**src/rtl/sysctl_pkg.sv**
```systemverilog
// package of register offsets, field positions, reset values and state codes for the system control block
package sysctl_pkg;
  localparam logic [7:0] OFS_COMMON_BASE = 8'h38;
  localparam logic [7:0] OFS_BANK_BASE = 8'h39;
  localparam logic [7:0] OFS_AREA_BOUNDARY = 8'h3A;
  localparam logic [7:0] OFS_MODE_CONTROL = 8'h3E;
  localparam logic [7:0] OFS_IO_CONTROL = 8'h3F;
  localparam logic [5:0] IO_LOCAL_MASK = 6'h3F;
  localparam logic [7:0] RST_COMMON_BASE = 8'h00;
  localparam logic [7:0] RST_BANK_BASE = 8'h00;
  localparam logic [7:0] RST_AREA_BOUNDARY = 8'hFF;
  localparam logic [7:0] RST_MODE_CONTROL = 8'h80;
  localparam logic [7:0] RST_IO_CONTROL = 8'h00;
  localparam int MARKER_ENABLE_BIT = 7;
  localparam int IO_HALT_BIT = 5;
  localparam int IO_RELOC_HI_BIT = 7;
  localparam int IO_RELOC_LO_BIT = 6;
  localparam int COMMON1_START_HI = 7;
  localparam int COMMON1_START_LO = 4;
  localparam int BANK_START_HI = 3;
  localparam int BANK_START_LO = 0;
  localparam int PAGE_SHIFT = 12;
  localparam int NUM_REGS = 5;
  typedef enum logic [2:0] {
    AREA_COMMON0 = 3'b001,
    AREA_BANK = 3'b010,
    AREA_COMMON1 = 3'b100
  } area_t;
  typedef enum logic [2:0] {
    FETCH_IDLE = 3'b001,
    FETCH_NORMAL = 3'b010,
    FETCH_LEGACY = 3'b100
  } fetch_state_t;
endpackage

```
**src/rtl/reg_word.sv**
```systemverilog
// one control register with synchronous reset value and write strobe
`timescale 1ns/1ns
`default_nettype none
module reg_word #(
  parameter logic [7:0] RESET_VAL = 8'h00
) (
  input wire logic clk_sys_in,
  input wire logic nrst_in,
  input wire logic wr_in,
  input wire logic [7:0] data_in,
  output logic [7:0] q_out
);
  always_ff @(posedge clk_sys_in) begin
    if (!nrst_in) begin
      q_out <= RESET_VAL;
    end else if (wr_in) begin
      q_out <= data_in;
    end
  end
endmodule
`default_nettype wire

```
**src/rtl/sysctl_regs.sv**
```systemverilog
// memory mapping, fetch-marker mode and internal i/o control registers
`timescale 1ns/1ns
`default_nettype none
// Function
// - bank base holds a 4 KB page base used for bank area accesses
// - reset clears bank base to zero
// - boundary register splits 64 KB logical space into up to three areas
// - upper nibble is first page of common area 1
// - lower nibble is first page of bank area
// - reset sets both boundary nibbles to all ones
// - marker enable set by reset; marker low on fetch, irq0 ack, nmi first cycle
// - marker enable one: return-from-interrupt fetched once only
// - marker enable zero: marker not driven low on instruction fetch
// - marker enable zero: return-from-interrupt refetched with legacy marker cycle
// - two relocation bits place the internal i/o block
// - internal i/o decodes only when upper address byte is zero
// - reset clears both relocation bits
// - i/o halt bit enables i/o stop mode until cleared or reset
// - common base, cleared by reset, forms 20-bit address for common area 1
module sysctl_regs (
  input wire logic clk_sys_in,
  input wire logic nrst_in,
  input wire logic [15:0] io_addr_in,
  input wire logic io_wr_in,
  input wire logic io_rd_in,
  input wire logic [7:0] io_wdata_in,
  output logic [7:0] io_rdata_out,
  output logic io_hit_out,
  input wire logic [15:0] log_addr_in,
  output logic [19:0] phys_addr_out,
  output logic [2:0] area_out,
  input wire logic opcode_fetch_in,
  input wire logic irq0_ack_in,
  input wire logic nmi_ack_first_in,
  input wire logic return_from_interrupt_instr_fetched_in,
  output logic cycle_marker_out_n,
  output logic return_from_interrupt_instr_refetch_out,
  output logic io_halt_mode_out,
  output logic [7:0] io_block_base_out
);
  typedef struct packed {
    logic [7:0] rdata;
    logic hit;
    logic [19:0] phys;
    logic [2:0] area;
    logic marker_n;
    sysctl_pkg::fetch_state_t fetch;
  } state_t;

  state_t st_r;
  state_t st_nxt;
  logic [7:0] regs [sysctl_pkg::NUM_REGS];
  logic [7:0] reg_ofs [sysctl_pkg::NUM_REGS];
  logic [7:0] reg_rst [sysctl_pkg::NUM_REGS];
  logic [sysctl_pkg::NUM_REGS-1:0] wr_sel;
  logic [7:0] local_ofs;
  logic in_block;
  logic [3:0] page;
  logic [3:0] common1_start;
  logic [3:0] bank_start;
  logic marker_en;
  logic [7:0] sel_base;
  logic [7:0] common_base_reg;
  logic [7:0] bank_base_reg;
  logic [7:0] area_boundary_reg;
  logic [7:0] mode_control_reg;
  logic [7:0] io_control_reg;

  assign reg_ofs[0] = sysctl_pkg::OFS_COMMON_BASE;
  assign reg_ofs[1] = sysctl_pkg::OFS_BANK_BASE;
  assign reg_ofs[2] = sysctl_pkg::OFS_AREA_BOUNDARY;
  assign reg_ofs[3] = sysctl_pkg::OFS_MODE_CONTROL;
  assign reg_ofs[4] = sysctl_pkg::OFS_IO_CONTROL;
  assign reg_rst[0] = sysctl_pkg::RST_COMMON_BASE;
  assign reg_rst[1] = sysctl_pkg::RST_BANK_BASE;
  assign reg_rst[2] = sysctl_pkg::RST_AREA_BOUNDARY;
  assign reg_rst[3] = sysctl_pkg::RST_MODE_CONTROL;
  assign reg_rst[4] = sysctl_pkg::RST_IO_CONTROL;

  assign common_base_reg = regs[0];
  assign bank_base_reg = regs[1];
  assign area_boundary_reg = regs[2];
  assign mode_control_reg = regs[3];
  assign io_control_reg = regs[4];

  // block base is relocation field times 64 inside the low 256 addresses
  assign io_block_base_out = {io_control_reg[sysctl_pkg::IO_RELOC_HI_BIT],
                              io_control_reg[sysctl_pkg::IO_RELOC_LO_BIT], 6'h00};
  // upper address byte must be zero, so relocation never leaves page zero
  assign in_block = (io_addr_in[15:8] == 8'h00) &&
                    (io_addr_in[7:6] == io_block_base_out[7:6]);
  assign local_ofs = {2'b00, io_addr_in[5:0] & sysctl_pkg::IO_LOCAL_MASK};

  genvar gi;
  generate
    for (gi = 0; gi < sysctl_pkg::NUM_REGS; gi++) begin : g_reg
      assign wr_sel[gi] = io_wr_in && in_block && (local_ofs == reg_ofs[gi]);
      reg_word #(
        .RESET_VAL(gi == 0 ? sysctl_pkg::RST_COMMON_BASE :
                   gi == 1 ? sysctl_pkg::RST_BANK_BASE :
                   gi == 2 ? sysctl_pkg::RST_AREA_BOUNDARY :
                   gi == 3 ? sysctl_pkg::RST_MODE_CONTROL : sysctl_pkg::RST_IO_CONTROL)
      ) u_reg (
        .clk_sys_in(clk_sys_in),
        .nrst_in(nrst_in),
        .wr_in(wr_sel[gi]),
        .data_in(io_wdata_in),
        .q_out(regs[gi])
      );
      // per register: reset value, write landing, holding and read return
      reg_reset_a: assert property (@(posedge clk_sys_in)
        !nrst_in
        |=> regs[gi] == reg_rst[gi])
        else $error("register reset value wrong");
      reg_write_a: assert property (@(posedge clk_sys_in) disable iff (!nrst_in)
        wr_sel[gi]
        |=> regs[gi] == $past(io_wdata_in))
        else $error("register write lost");
      reg_hold_a: assert property (@(posedge clk_sys_in) disable iff (!nrst_in)
        !wr_sel[gi]
        |=> $stable(regs[gi]))
        else $error("register changed without write");
      reg_read_a: assert property (@(posedge clk_sys_in) disable iff (!nrst_in)
        io_rd_in && in_block && local_ofs == reg_ofs[gi]
        |=> io_rdata_out == $past(regs[gi]))
        else $error("read data not the register value");
    end
  endgenerate

  assign page = log_addr_in[15:12];
  assign common1_start = area_boundary_reg[sysctl_pkg::COMMON1_START_HI:
                                           sysctl_pkg::COMMON1_START_LO];
  assign bank_start = area_boundary_reg[sysctl_pkg::BANK_START_HI:
                                        sysctl_pkg::BANK_START_LO];
  assign marker_en = mode_control_reg[sysctl_pkg::MARKER_ENABLE_BIT];

  always_comb begin
    st_nxt = st_r;
    // classification: boundary page belongs to the region starting there
    if (page >= common1_start) begin
      st_nxt.area = sysctl_pkg::AREA_COMMON1;
    end else if (page >= bank_start) begin
      st_nxt.area = sysctl_pkg::AREA_BANK;
    end else begin
      st_nxt.area = sysctl_pkg::AREA_COMMON0;
    end
    unique case (st_nxt.area)
      sysctl_pkg::AREA_COMMON1: sel_base = common_base_reg;
      sysctl_pkg::AREA_BANK: sel_base = bank_base_reg;
      default: sel_base = 8'h00;
    endcase
    st_nxt.phys = {4'h0, log_addr_in} + {sel_base, 12'h000};
    st_nxt.hit = (io_rd_in || io_wr_in) && in_block && (|wr_sel_any(local_ofs));
    st_nxt.rdata = 8'h00;
    for (int i = 0; i < sysctl_pkg::NUM_REGS; i++) begin
      if (io_rd_in && in_block && local_ofs == reg_ofs[i]) begin
        st_nxt.rdata = regs[i];
      end
    end
    // return-from-interrupt sequencing
    unique case (st_r.fetch)
      sysctl_pkg::FETCH_IDLE: begin
        if (return_from_interrupt_instr_fetched_in) begin
          st_nxt.fetch = marker_en ? sysctl_pkg::FETCH_IDLE : sysctl_pkg::FETCH_NORMAL;
        end
      end
      sysctl_pkg::FETCH_NORMAL: st_nxt.fetch = sysctl_pkg::FETCH_LEGACY;
      sysctl_pkg::FETCH_LEGACY: st_nxt.fetch = sysctl_pkg::FETCH_IDLE;
      default: st_nxt.fetch = sysctl_pkg::FETCH_IDLE;
    endcase
    if (marker_en) begin
      st_nxt.marker_n = !(opcode_fetch_in || irq0_ack_in || nmi_ack_first_in);
    end else begin
      // with marker off only the legacy refetch and acknowledges pull it low
      st_nxt.marker_n = !(irq0_ack_in || nmi_ack_first_in ||
                          st_nxt.fetch == sysctl_pkg::FETCH_LEGACY);
    end
  end

  function automatic logic wr_sel_any(input logic [7:0] ofs);
    logic r;
    r = 1'b0;
    for (int i = 0; i < sysctl_pkg::NUM_REGS; i++) begin
      if (ofs == reg_ofs[i]) begin
        r = 1'b1;
      end
    end
    return r;
  endfunction

  always_ff @(posedge clk_sys_in) begin
    if (!nrst_in) begin
      st_r <= '{rdata: 8'h00, hit: 1'b0, phys: 20'h00000,
                area: sysctl_pkg::AREA_COMMON0, marker_n: 1'b1,
                fetch: sysctl_pkg::FETCH_IDLE};
    end else begin
      st_r <= st_nxt;
    end
  end

  assign io_rdata_out = st_r.rdata;
  assign io_hit_out = st_r.hit;
  assign phys_addr_out = st_r.phys;
  assign area_out = st_r.area;
  assign cycle_marker_out_n = st_r.marker_n;
  assign return_from_interrupt_instr_refetch_out = (st_r.fetch == sysctl_pkg::FETCH_LEGACY);
  assign io_halt_mode_out = io_control_reg[sysctl_pkg::IO_HALT_BIT];

  bank_reset_a: assert property (@(posedge clk_sys_in) !nrst_in |=> bank_base_reg == 8'h00)
    else $error("bank base not cleared by reset");
  bound_reset_a: assert property (@(posedge clk_sys_in) !nrst_in |=> area_boundary_reg == 8'hFF)
    else $error("boundaries not all ones after reset");
  marker_reset_a: assert property (@(posedge clk_sys_in) !nrst_in |=> marker_en)
    else $error("marker enable not set by reset");
  reloc_reset_a: assert property (@(posedge clk_sys_in) !nrst_in |=> io_block_base_out == 8'h00)
    else $error("relocation not cleared by reset");
  fetch_marker_a: assert property (@(posedge clk_sys_in) disable iff (!nrst_in)
    marker_en && opcode_fetch_in |=> !cycle_marker_out_n)
    else $error("marker not low on fetch");
  no_marker_a: assert property (@(posedge clk_sys_in) disable iff (!nrst_in)
    !marker_en && !irq0_ack_in && !nmi_ack_first_in && st_r.fetch == sysctl_pkg::FETCH_IDLE
    && $stable(mode_control_reg) |=> cycle_marker_out_n)
    else $error("marker low while disabled");
  legacy_seq_a: assert property (@(posedge clk_sys_in) disable iff (!nrst_in)
    st_r.fetch == sysctl_pkg::FETCH_IDLE && return_from_interrupt_instr_fetched_in && !marker_en
    |=> ##1 return_from_interrupt_instr_refetch_out && !cycle_marker_out_n)
    else $error("legacy refetch missing");
  single_fetch_a: assert property (@(posedge clk_sys_in) disable iff (!nrst_in)
    st_r.fetch == sysctl_pkg::FETCH_IDLE && return_from_interrupt_instr_fetched_in && marker_en
    |=> ##1 !return_from_interrupt_instr_refetch_out)
    else $error("refetch with marker enabled");
  io_upper_a: assert property (@(posedge clk_sys_in) disable iff (!nrst_in)
    (io_rd_in || io_wr_in) && io_addr_in[15:8] != 8'h00 |=> !io_hit_out)
    else $error("decode with nonzero upper byte");
  area_c1_a: assert property (@(posedge clk_sys_in) disable iff (!nrst_in)
    log_addr_in[15:12] >= area_boundary_reg[7:4] && $stable(common_base_reg)
    |=> area_out == sysctl_pkg::AREA_COMMON1 &&
        phys_addr_out == {4'h0, $past(log_addr_in)} + {common_base_reg, 12'h000})
    else $error("common area 1 mapping wrong");

  // i/o decode: refused or absent accesses answer with zero data and no hit, register accesses hit
  rdata_idle_a: assert property (@(posedge clk_sys_in) disable iff (!nrst_in)
    !io_rd_in
    |=> io_rdata_out == 8'h00)
    else $error("read data not zero when idle");
  rdata_upper_a: assert property (@(posedge clk_sys_in) disable iff (!nrst_in)
    io_rd_in && io_addr_in[15:8] != 8'h00
    |=> io_rdata_out == 8'h00)
    else $error("read data with nonzero upper byte");
  hit_slot_a: assert property (@(posedge clk_sys_in) disable iff (!nrst_in)
    (io_rd_in || io_wr_in) && io_addr_in[7:6] != io_block_base_out[7:6]
    |=> !io_hit_out)
    else $error("hit outside relocated block");
  hit_idle_a: assert property (@(posedge clk_sys_in) disable iff (!nrst_in)
    !io_rd_in && !io_wr_in
    |=> !io_hit_out)
    else $error("hit without access");
  hit_ctrl_a: assert property (@(posedge clk_sys_in) disable iff (!nrst_in)
    io_rd_in && in_block && local_ofs == sysctl_pkg::OFS_IO_CONTROL
    |=> io_hit_out)
    else $error("no hit on i/o control read");
  hit_bank_a: assert property (@(posedge clk_sys_in) disable iff (!nrst_in)
    io_wr_in && in_block && local_ofs == sysctl_pkg::OFS_BANK_BASE
    |=> io_hit_out)
    else $error("no hit on bank base write");

  // mapping: region choice and address forming
  area_c0_a: assert property (@(posedge clk_sys_in) disable iff (!nrst_in)
    page < bank_start && page < common1_start
    |=> area_out == sysctl_pkg::AREA_COMMON0 && phys_addr_out == {4'h0, $past(log_addr_in)})
    else $error("common area 0 mapping wrong");
  area_bank_a: assert property (@(posedge clk_sys_in) disable iff (!nrst_in)
    page >= bank_start && page < common1_start
    |=> area_out == sysctl_pkg::AREA_BANK &&
        phys_addr_out == {4'h0, $past(log_addr_in)} + {$past(bank_base_reg), 12'h000})
    else $error("bank area mapping wrong");
  area_top_a: assert property (@(posedge clk_sys_in) disable iff (!nrst_in)
    page >= common1_start
    |=> area_out == sysctl_pkg::AREA_COMMON1)
    else $error("boundary page not in common area 1");
  area_onehot_a: assert property (@(posedge clk_sys_in) disable iff (!nrst_in)
    1'b1
    |-> $onehot(area_out))
    else $error("area code not one-hot");
  page_offset_a: assert property (@(posedge clk_sys_in) disable iff (!nrst_in)
    1'b1
    |=> phys_addr_out[11:0] == $past(log_addr_in[11:0]))
    else $error("offset inside 4 KB page altered");
  c0_top_a: assert property (@(posedge clk_sys_in) disable iff (!nrst_in)
    area_out == sysctl_pkg::AREA_COMMON0
    |-> phys_addr_out[19:16] == 4'h0)
    else $error("common area 0 given a base");

  // cycle marker and return-from-interrupt sequencing
  marker_irq_a: assert property (@(posedge clk_sys_in) disable iff (!nrst_in)
    irq0_ack_in
    |=> !cycle_marker_out_n)
    else $error("marker not low on irq0 acknowledge");
  marker_nmi_a: assert property (@(posedge clk_sys_in) disable iff (!nrst_in)
    nmi_ack_first_in
    |=> !cycle_marker_out_n)
    else $error("marker not low on nmi first cycle");
  marker_quiet_a: assert property (@(posedge clk_sys_in) disable iff (!nrst_in)
    marker_en && !opcode_fetch_in && !irq0_ack_in && !nmi_ack_first_in
    |=> cycle_marker_out_n)
    else $error("marker low without cause");
  fetch_off_a: assert property (@(posedge clk_sys_in) disable iff (!nrst_in)
    !marker_en && opcode_fetch_in && !irq0_ack_in && !nmi_ack_first_in &&
    st_r.fetch != sysctl_pkg::FETCH_NORMAL
    |=> cycle_marker_out_n)
    else $error("marker low on fetch while disabled");
  refetch_once_a: assert property (@(posedge clk_sys_in) disable iff (!nrst_in)
    return_from_interrupt_instr_refetch_out
    |=> !return_from_interrupt_instr_refetch_out)
    else $error("refetch longer than one cycle");
  refetch_follow_a: assert property (@(posedge clk_sys_in) disable iff (!nrst_in)
    st_r.fetch == sysctl_pkg::FETCH_NORMAL
    |=> return_from_interrupt_instr_refetch_out)
    else $error("refetch does not follow normal fetch");
  refetch_marker_a: assert property (@(posedge clk_sys_in) disable iff (!nrst_in)
    return_from_interrupt_instr_refetch_out && !$past(marker_en)
    |-> !cycle_marker_out_n)
    else $error("legacy refetch without marker");
  fetch_onehot_a: assert property (@(posedge clk_sys_in) disable iff (!nrst_in)
    1'b1
    |-> $onehot(st_r.fetch))
    else $error("fetch state not one-hot");

  // control fields follow their writes
  halt_write_a: assert property (@(posedge clk_sys_in) disable iff (!nrst_in)
    wr_sel[4]
    |=> io_halt_mode_out == $past(io_wdata_in[sysctl_pkg::IO_HALT_BIT]))
    else $error("halt bit not written");
  halt_hold_a: assert property (@(posedge clk_sys_in) disable iff (!nrst_in)
    !wr_sel[4]
    |=> $stable(io_halt_mode_out))
    else $error("halt mode changed without write");
  reloc_write_a: assert property (@(posedge clk_sys_in) disable iff (!nrst_in)
    wr_sel[4]
    |=> io_block_base_out == {$past(io_wdata_in[7:6]), 6'h00})
    else $error("relocation base not written");
  mode_write_a: assert property (@(posedge clk_sys_in) disable iff (!nrst_in)
    wr_sel[3]
    |=> marker_en == $past(io_wdata_in[sysctl_pkg::MARKER_ENABLE_BIT]))
    else $error("marker enable not written");
  bound_write_a: assert property (@(posedge clk_sys_in) disable iff (!nrst_in)
    wr_sel[2]
    |=> common1_start == $past(io_wdata_in[7:4]) && bank_start == $past(io_wdata_in[3:0]))
    else $error("boundary nibbles not written");
endmodule
`default_nettype wire

```
**config.mk**
```make
export PLATFORM = sky130hd
export DESIGN_NAME = sysctl_regs
export DESIGN_NICKNAME = d
export VERILOG_FILES = /design/src/rtl/sysctl_pkg.sv /design/src/rtl/reg_word.sv /design/src/rtl/sysctl_regs.sv
export SDC_FILE = /design/constraint.sdc
export NUM_CORES = 1
export LEC_CHECK = 0
export BUFFER_PORTS_ARGS = -buffer_cell sky130_fd_sc_hd__buf_2
export CELL_PAD_IN_SITES_DETAIL_PLACEMENT = 1
export CELL_PAD_IN_SITES_GLOBAL_PLACEMENT = 2
export CORE_ASPECT_RATIO = 1.2
export CORE_MARGIN = 2
export CORE_UTILIZATION = 34
export CTS_CLUSTER_DIAMETER = 30
export DETAILED_ROUTE_END_ITERATION = 8
export GPL_TIMING_DRIVEN = 1
export MAX_ROUTING_LAYER = met4
export PLACE_DENSITY_LB_ADDON = 0.15
export REMOVE_ABC_BUFFERS = 1
export SLEW_MARGIN = 25
export SYNTH_ARGS = -nofsm -noshare
export SYNTH_HDL_FRONTEND = slang
export SYNTH_SLANG_ARGS = --single-unit
```
**constraint.sdc**
```tcl
create_clock -name clk_sys_in -period 7.4 [get_ports clk_sys_in]
set_clock_uncertainty 0.05 [all_clocks]
set_input_delay 1.48 -clock clk_sys_in [delete_from_list [all_inputs] [get_ports clk_sys_in]]
set_output_delay 1.48 -clock clk_sys_in [all_outputs]
set_load 0.01 [all_outputs]
```
Word-level counts from Yosys, hierarchy flattened
Cells that the tools add are included. Widths: inputs -> output; s select.

Input bits: 48. Register bits after elaboration: 76. Output and inout bits: 43. Word-level logic and storage cells: 66.

Eq/ne operators: 12. Mux-type cells: 17. $lt $le $gt $ge: 2. Reductions and logical operators: 23. $add $sub $neg: 1.

Operators with widths (number): $mux 8 (5); $eq 6x6->1 const B (5); $add 16x20->20 (1); $pmux 8 s2 (1); $logic_and 1x1->1 (15); $eq 3x3->1 const B (3); $ge 4x4->1 (2); $logic_not 8->1 (1); $eq 3x2->1 const B (2); $mux 1 (6); $mux 3 (2); $pmux 3 s2 (1); $logic_or 1x1->1 (5); $mux 2 (2); $eq 3x1->1 const B (1); $eq 2x2->1 (1); $logic_not 1->1 (2).

Logic depth before layout (Yosys ltp)
Depth after elaboration: 9. Depth in mapped cells: 14. Gate-level depth less buffers: 14.

By module
Synthesis repeated with hierarchy kept, for this count alone.

Cells, all modules: 375. Area total of the unflattened synthesis: 3674.8 um^2.

By module, submodules not included: sysctl_regs (instances 1, area an instance 2185.8 um^2, cells an instance 249, sequential area each 720.7 um^2); reg_word (g_reg[0].u_reg ...) (instances 3, area an instance 301.5 um^2, cells an instance 25, sequential area each 160.2 um^2); reg_word (g_reg[3].u_reg) (instances 1, area an instance 299.0 um^2, cells an instance 25, sequential area each 160.2 um^2); reg_word (g_reg[2].u_reg) (instances 1, area an instance 285.3 um^2, cells an instance 26, sequential area each 160.2 um^2).

Worst setup path before layout
No wires, ideal clock.

Path type: input -> register. From: in log_addr_in[12]. To: reg st_r, in the netlist phys_addr_out[19]. Cell stages on the path: 14. Arrival time: 4.217 ns. Path slack: 3.063 ns. Path buffers: 0. Library setup time: 0.071 ns. Data required time: 7.279 ns. Cell sequence: inv_1 > ha_1 > nand2b_1 > a2111oi_2 > a211oi_1 > a22oi_1 > inv_1 > ha_1 > a21oi_1 > o21ai_0 > o32a_1 > o21ai_0 > or3_1 > a21oi_1.

Cells in the longest elaborated chain, start to end: 6. Elaborated cells on any way between the ends: 8. Classes of those cells: add/sub (1); order compare (2); eq/ne (2); mux (3).

Ends and longest elaborated chain: start, declared (RTL line sysctl_regs.sv:29) `input wire logic [15:0] log_addr_in,`; $ge 4x4->1 (RTL line sysctl_regs.sv:142) `end else if (page >= bank_start) begin`; $mux 2 (RTL line sysctl_regs.sv:142); $mux 3 (RTL line sysctl_regs.sv:140) `if (page >= common1_start) begin`; $eq 3x2->1 or $eq 3x3->1 (tied branches) (RTL line sysctl_regs.sv:147) `unique case (st_nxt.area)`; $pmux 8 s2 (RTL line sysctl_regs.sv:147); $add 16x20->20 (*) (RTL line sysctl_regs.sv:152) `st_nxt.phys = {4'h0, log_addr_in} + {sel_base, 12'h000};`; end signal, assigned (RTL line sysctl_regs.sv:193) `st_r <= '{rdata: 8'h00, hit: 1'b0, phys: 20'h00000,`; end signal, assigned (RTL line sysctl_regs.sv:197) `st_r <= st_nxt;`; end, declared (RTL line sysctl_regs.sv:50) `state_t st_r;`.

Mark *: on every way between the ends. The rest lies on a longest branch, timed or not. A chain may end at the register's enable or synchronous reset.

Worst setup path in the final report
Same ends and word-level chain as after synthesis.

==> metrics <==
status=finished clean; antenna violations before repair=0; fraction of registers with async set or reset after synthesis=0%; initial core utilization=34.9%; GRT Overall Usage=17.2%; CP required=between 7 and 8 ns; critical path's top delay family=compound AO/OA/AOI/OAI gates; Hold Path Origin=g_reg[3].u_reg.q_out[4]$_SDFFE_PN0P_; number of cells on the worst reg-to-reg path=14; DP HPWL=around 7 mm; Most Frequent Cell on Critical Path=o21ai_0; largest net degree at the start of global routing=32; WHS Endpoint=g_reg[3].u_reg.q_out[4]$_SDFFE_PN0P_; # diodes=0; layout cells sized above 1=around 22%; Seq pwr share=between 40 and 50%; RSZ-0062 raised after global routing=no; row count=a little over 40; crit end category=flop; final setup vio count=0; Multi-input gate area=~0.0018 mm2; Cells after DPL=580; Area growth syn-to-layout=13.8%; Final Hold Fails=0; Max IR drop VDD=0.0000919 V; Sw Ratio=a little under a quarter; reg2reg setup slack=3.70 ns; r2r endpoint=phys_addr_out[19]$_SDFF_PN0_; Synth Area per Inst=8.87 um2; width of the die=99.1 um; LEAKAGE=around 1.8 nW; clock latency on the worst-skew pair=between 0.3 and 0.4 ns; maximum clock frequency=around 220 MHz; deepest clock path buffer count=2; CP Buf/Inv Count=3; TritonCTS Buffers=9; Distinct cells, synth=46; final critical-path share of the clock period=61.8%; initial DRC count=between 100 and 150; number of max-cap violations=0; Clock transition at path regs=0.06 ns; CTS tree=built; total congestion overflow=0; first-pass GRT wire length=roughly 15 mm; hold path cells=2; Least-Margin Pin Slew=between 0.9 and 1 ns; # resized after CTS=0; register area share after synthesis=41.2%; critical path's largest stage delay=0.80 ns; Comb pwr share=a little over 7%; Internal=675 uW; Post-Syn Area=0.00369 mm2; CP max FO=7; clock network power share=a little under half; Main synth FF type=dfxtp_1; die footprint=between 0.01 and 0.015 mm2; Net Sw Power=around 210 uW; Min-Delay Path Class=flop to flop; register area=between 0.0015 and 0.002 mm2; post-CTS setup buffer count=0; r2r startpoint=g_reg[2].u_reg.q_out[7]$_SDFFE_PN1P_; critical path launch point type=input pin; Gate Count Post-Synth=approximately 420; Post-CTS Hold Buffers=0; post-layout minimum cycle time=4.58 ns; post-DR wirelength/cell=15.5 um; # nets final=523; Buffers on Ports=84; # fillers=around 1.3k; vias in the first global route=roughly 3k; Pre-antenna DRT Iters=4; floorplan core area=~0.011 mm2; Slowest-stage cell, CP=a211oi_1; critical path class=input pin to flop; clk sinks=76; final std cells w/o fill=596; PD cells=between 200 and 250 mW/mm2; final setup TNS=0 ns; H-tree depth=3; synthesized flop and latch total=76; fin. max-slew vios=0; gpl congestion=roughly 0.81; crit path cell chain=buf_2 -> inv_1 -> ha_1 -> nor2b_1 -> o21ai_0 -> a211oi_1 -> a22oi_1 -> inv_1 -> ha_1 -> a21oi_1 -> o21ai_0 -> o32a_1 -> o21ai_0 -> or3_1 -> a21oi_1; CTS root buffer=clkbuf_16; via/cell ratio=roughly 4.9; final wirelength=~9 mm; EDFF count, synth=0; antenna-violating nets left=0; YS warnings=0; Slew headroom=36.9%; die height=between 100 and 150 um; vias post-DR=about 3k; Residual DRC=0; crit path DAT=between 4 and 5 ns; total I/O pin count=between 90 and 100
==> layer usage <==
layer | global-route usage (%) | part of all wire (%) | vias to the layer above
li1 | - | - | 1459
met3 | 3.43 | 3.6 | 11
met5 | - | 0 | -
met4 | 6.68 | 1.6 | 0
met2 | 28.4 | 51 | 53
met1 | 20.7 | 44 | 1394
==> cell usage in the layout, fill, tap and decap left out, types with 4 or more instances in the layout <==
cell,netlist,routed
nor2_1,50,50
ha_1,12,12
inv_1,16,16
nand2_1,40,40
mux2i_1,36,36
or3_1,4,4
nor3_1,15,15
nand3_1,10,10
nor3b_1,4,4
o211ai_1,6,6
a21oi_1,12,12
nand2b_1,5,5
dfxtp_1,76,76
and2_1,14,14
a22o_1,5,5
conb_1,1,6
nor2b_1,5,5
buf_2,1,84
o21ai_0,22,22
clkbuf_16,0,9
clkbuf_1,12,4
==> final cells by class <==
type                       instances  area share, %
multi-input combinational        274           42.0
clock buffer                      14           6.05
timing repair buffer              85           10.2
sequential                        76           36.2
tap                              129           3.84
inverter                          16           1.43
clock inverter                     2          0.238
==> registers in the layout, indices dropped and copies added, names as in the netlist <==
name	cells
g.u_reg.q_out	40
phys_addr_out	20
cycle_marker_out_n	1
io_rdata_out	8
io_hit_out	1
st_r	3
area_out	3
==> worst max-delay path by stage <==
stage / to / cells after the start / slack (ns) / start
after floorplan: phys_addr_out[19]$_SDFF_PN0_ / 14 / 3.05 / log_addr_in[12]
after global placement: phys_addr_out[19]$_SDFF_PN0_ / 15 / 2.57 / log_addr_in[12]
after detailed placement: phys_addr_out[19]$_SDFF_PN0_ / 15 / 2.49 / log_addr_in[12]
after CTS: phys_addr_out[19]$_SDFF_PN0_ / 15 / 2.83 / log_addr_in[12]
after global routing: phys_addr_out[19]$_SDFF_PN0_ / 14 / 2.46 / log_addr_in[15]
final: phys_addr_out[19]$_SDFF_PN0_ / 15 / 2.82 / log_addr_in[12]
==> power by group through the flow <==
stage	registers (mW)	logic, mW	clock network [mW]
after global placement	0.425	0.0631	0
after CTS	0.416	0.0649	0.415
final	0.416	0.0635	0.403
after floorplan	0.428	0.0242	0
after detailed placement	0.425	0.0646	0
after global routing	0.416	0.0714	0.432
==> cell families (layout without fill, tap and decap cells) <==
group	count (synthesis)	after routing	share of synthesized area, %
xor gates and xnor gates	4	4	0.949
DFF	76	76	41.2
muxes	36	36	9.76
buffers and inverters	71	117	11.4
adders and majority gates	13	13	4.61
other	1	6	0.102
and+or+nand+nor	157	157	22.0
AOI/OAI and AO/OA	58	58	9.97
==> tightest hold or removal path, cell delays in order, from the launching register on <==
cell	delay (ns)
dfxtp_1	0.30
nand2_1	0.05
a21oi_1	0.05
==> synth_stat cells (2+ instances only) <==
cell type  instances  share of area, %
dfxtp_1           76                41
nor2_1            50               5.1
nand2_1           40               4.1
buf_4             39               7.9
mux2i_1           36               9.8
o21ai_0           22               3.0
inv_1             16               1.6
nor3_1            15               2.0
and2_1            14               2.4
a21oi_1           12               1.6
clkbuf_1          12               1.2
ha_1              12               4.1
nand3_1           10               1.4
o211ai_1           6               1.2
a22o_1             5               1.2
nand2b_1           5              0.85
nor2b_1            5              0.85
nor3b_1            4              0.81
or3_1              4              0.68
buf_1              2              0.20
nor4_4             2               1.2
o21a_1             2              0.41
o22ai_1            2              0.34
xnor2_1            2              0.47
xor2_1             2              0.47
==> through the flow <==
stage	util [%]	power [mW]	area [um2]	hold WS, ns	setup WS (ns)
after CTS	39.8	0.896	4200	0.400	2.83
after global routing	39.8	0.919	4200	0.415	2.46
after global placement	37.3	0.488	3940	0.386	2.57
final	39.8	0.882	4200	0.398	2.82
after detailed placement	37.3	0.489	3940	0.392	2.49
after floorplan	-	0.452	3350	0.379	3.05
Note: power is estimated with default switching activity, not from simulation.
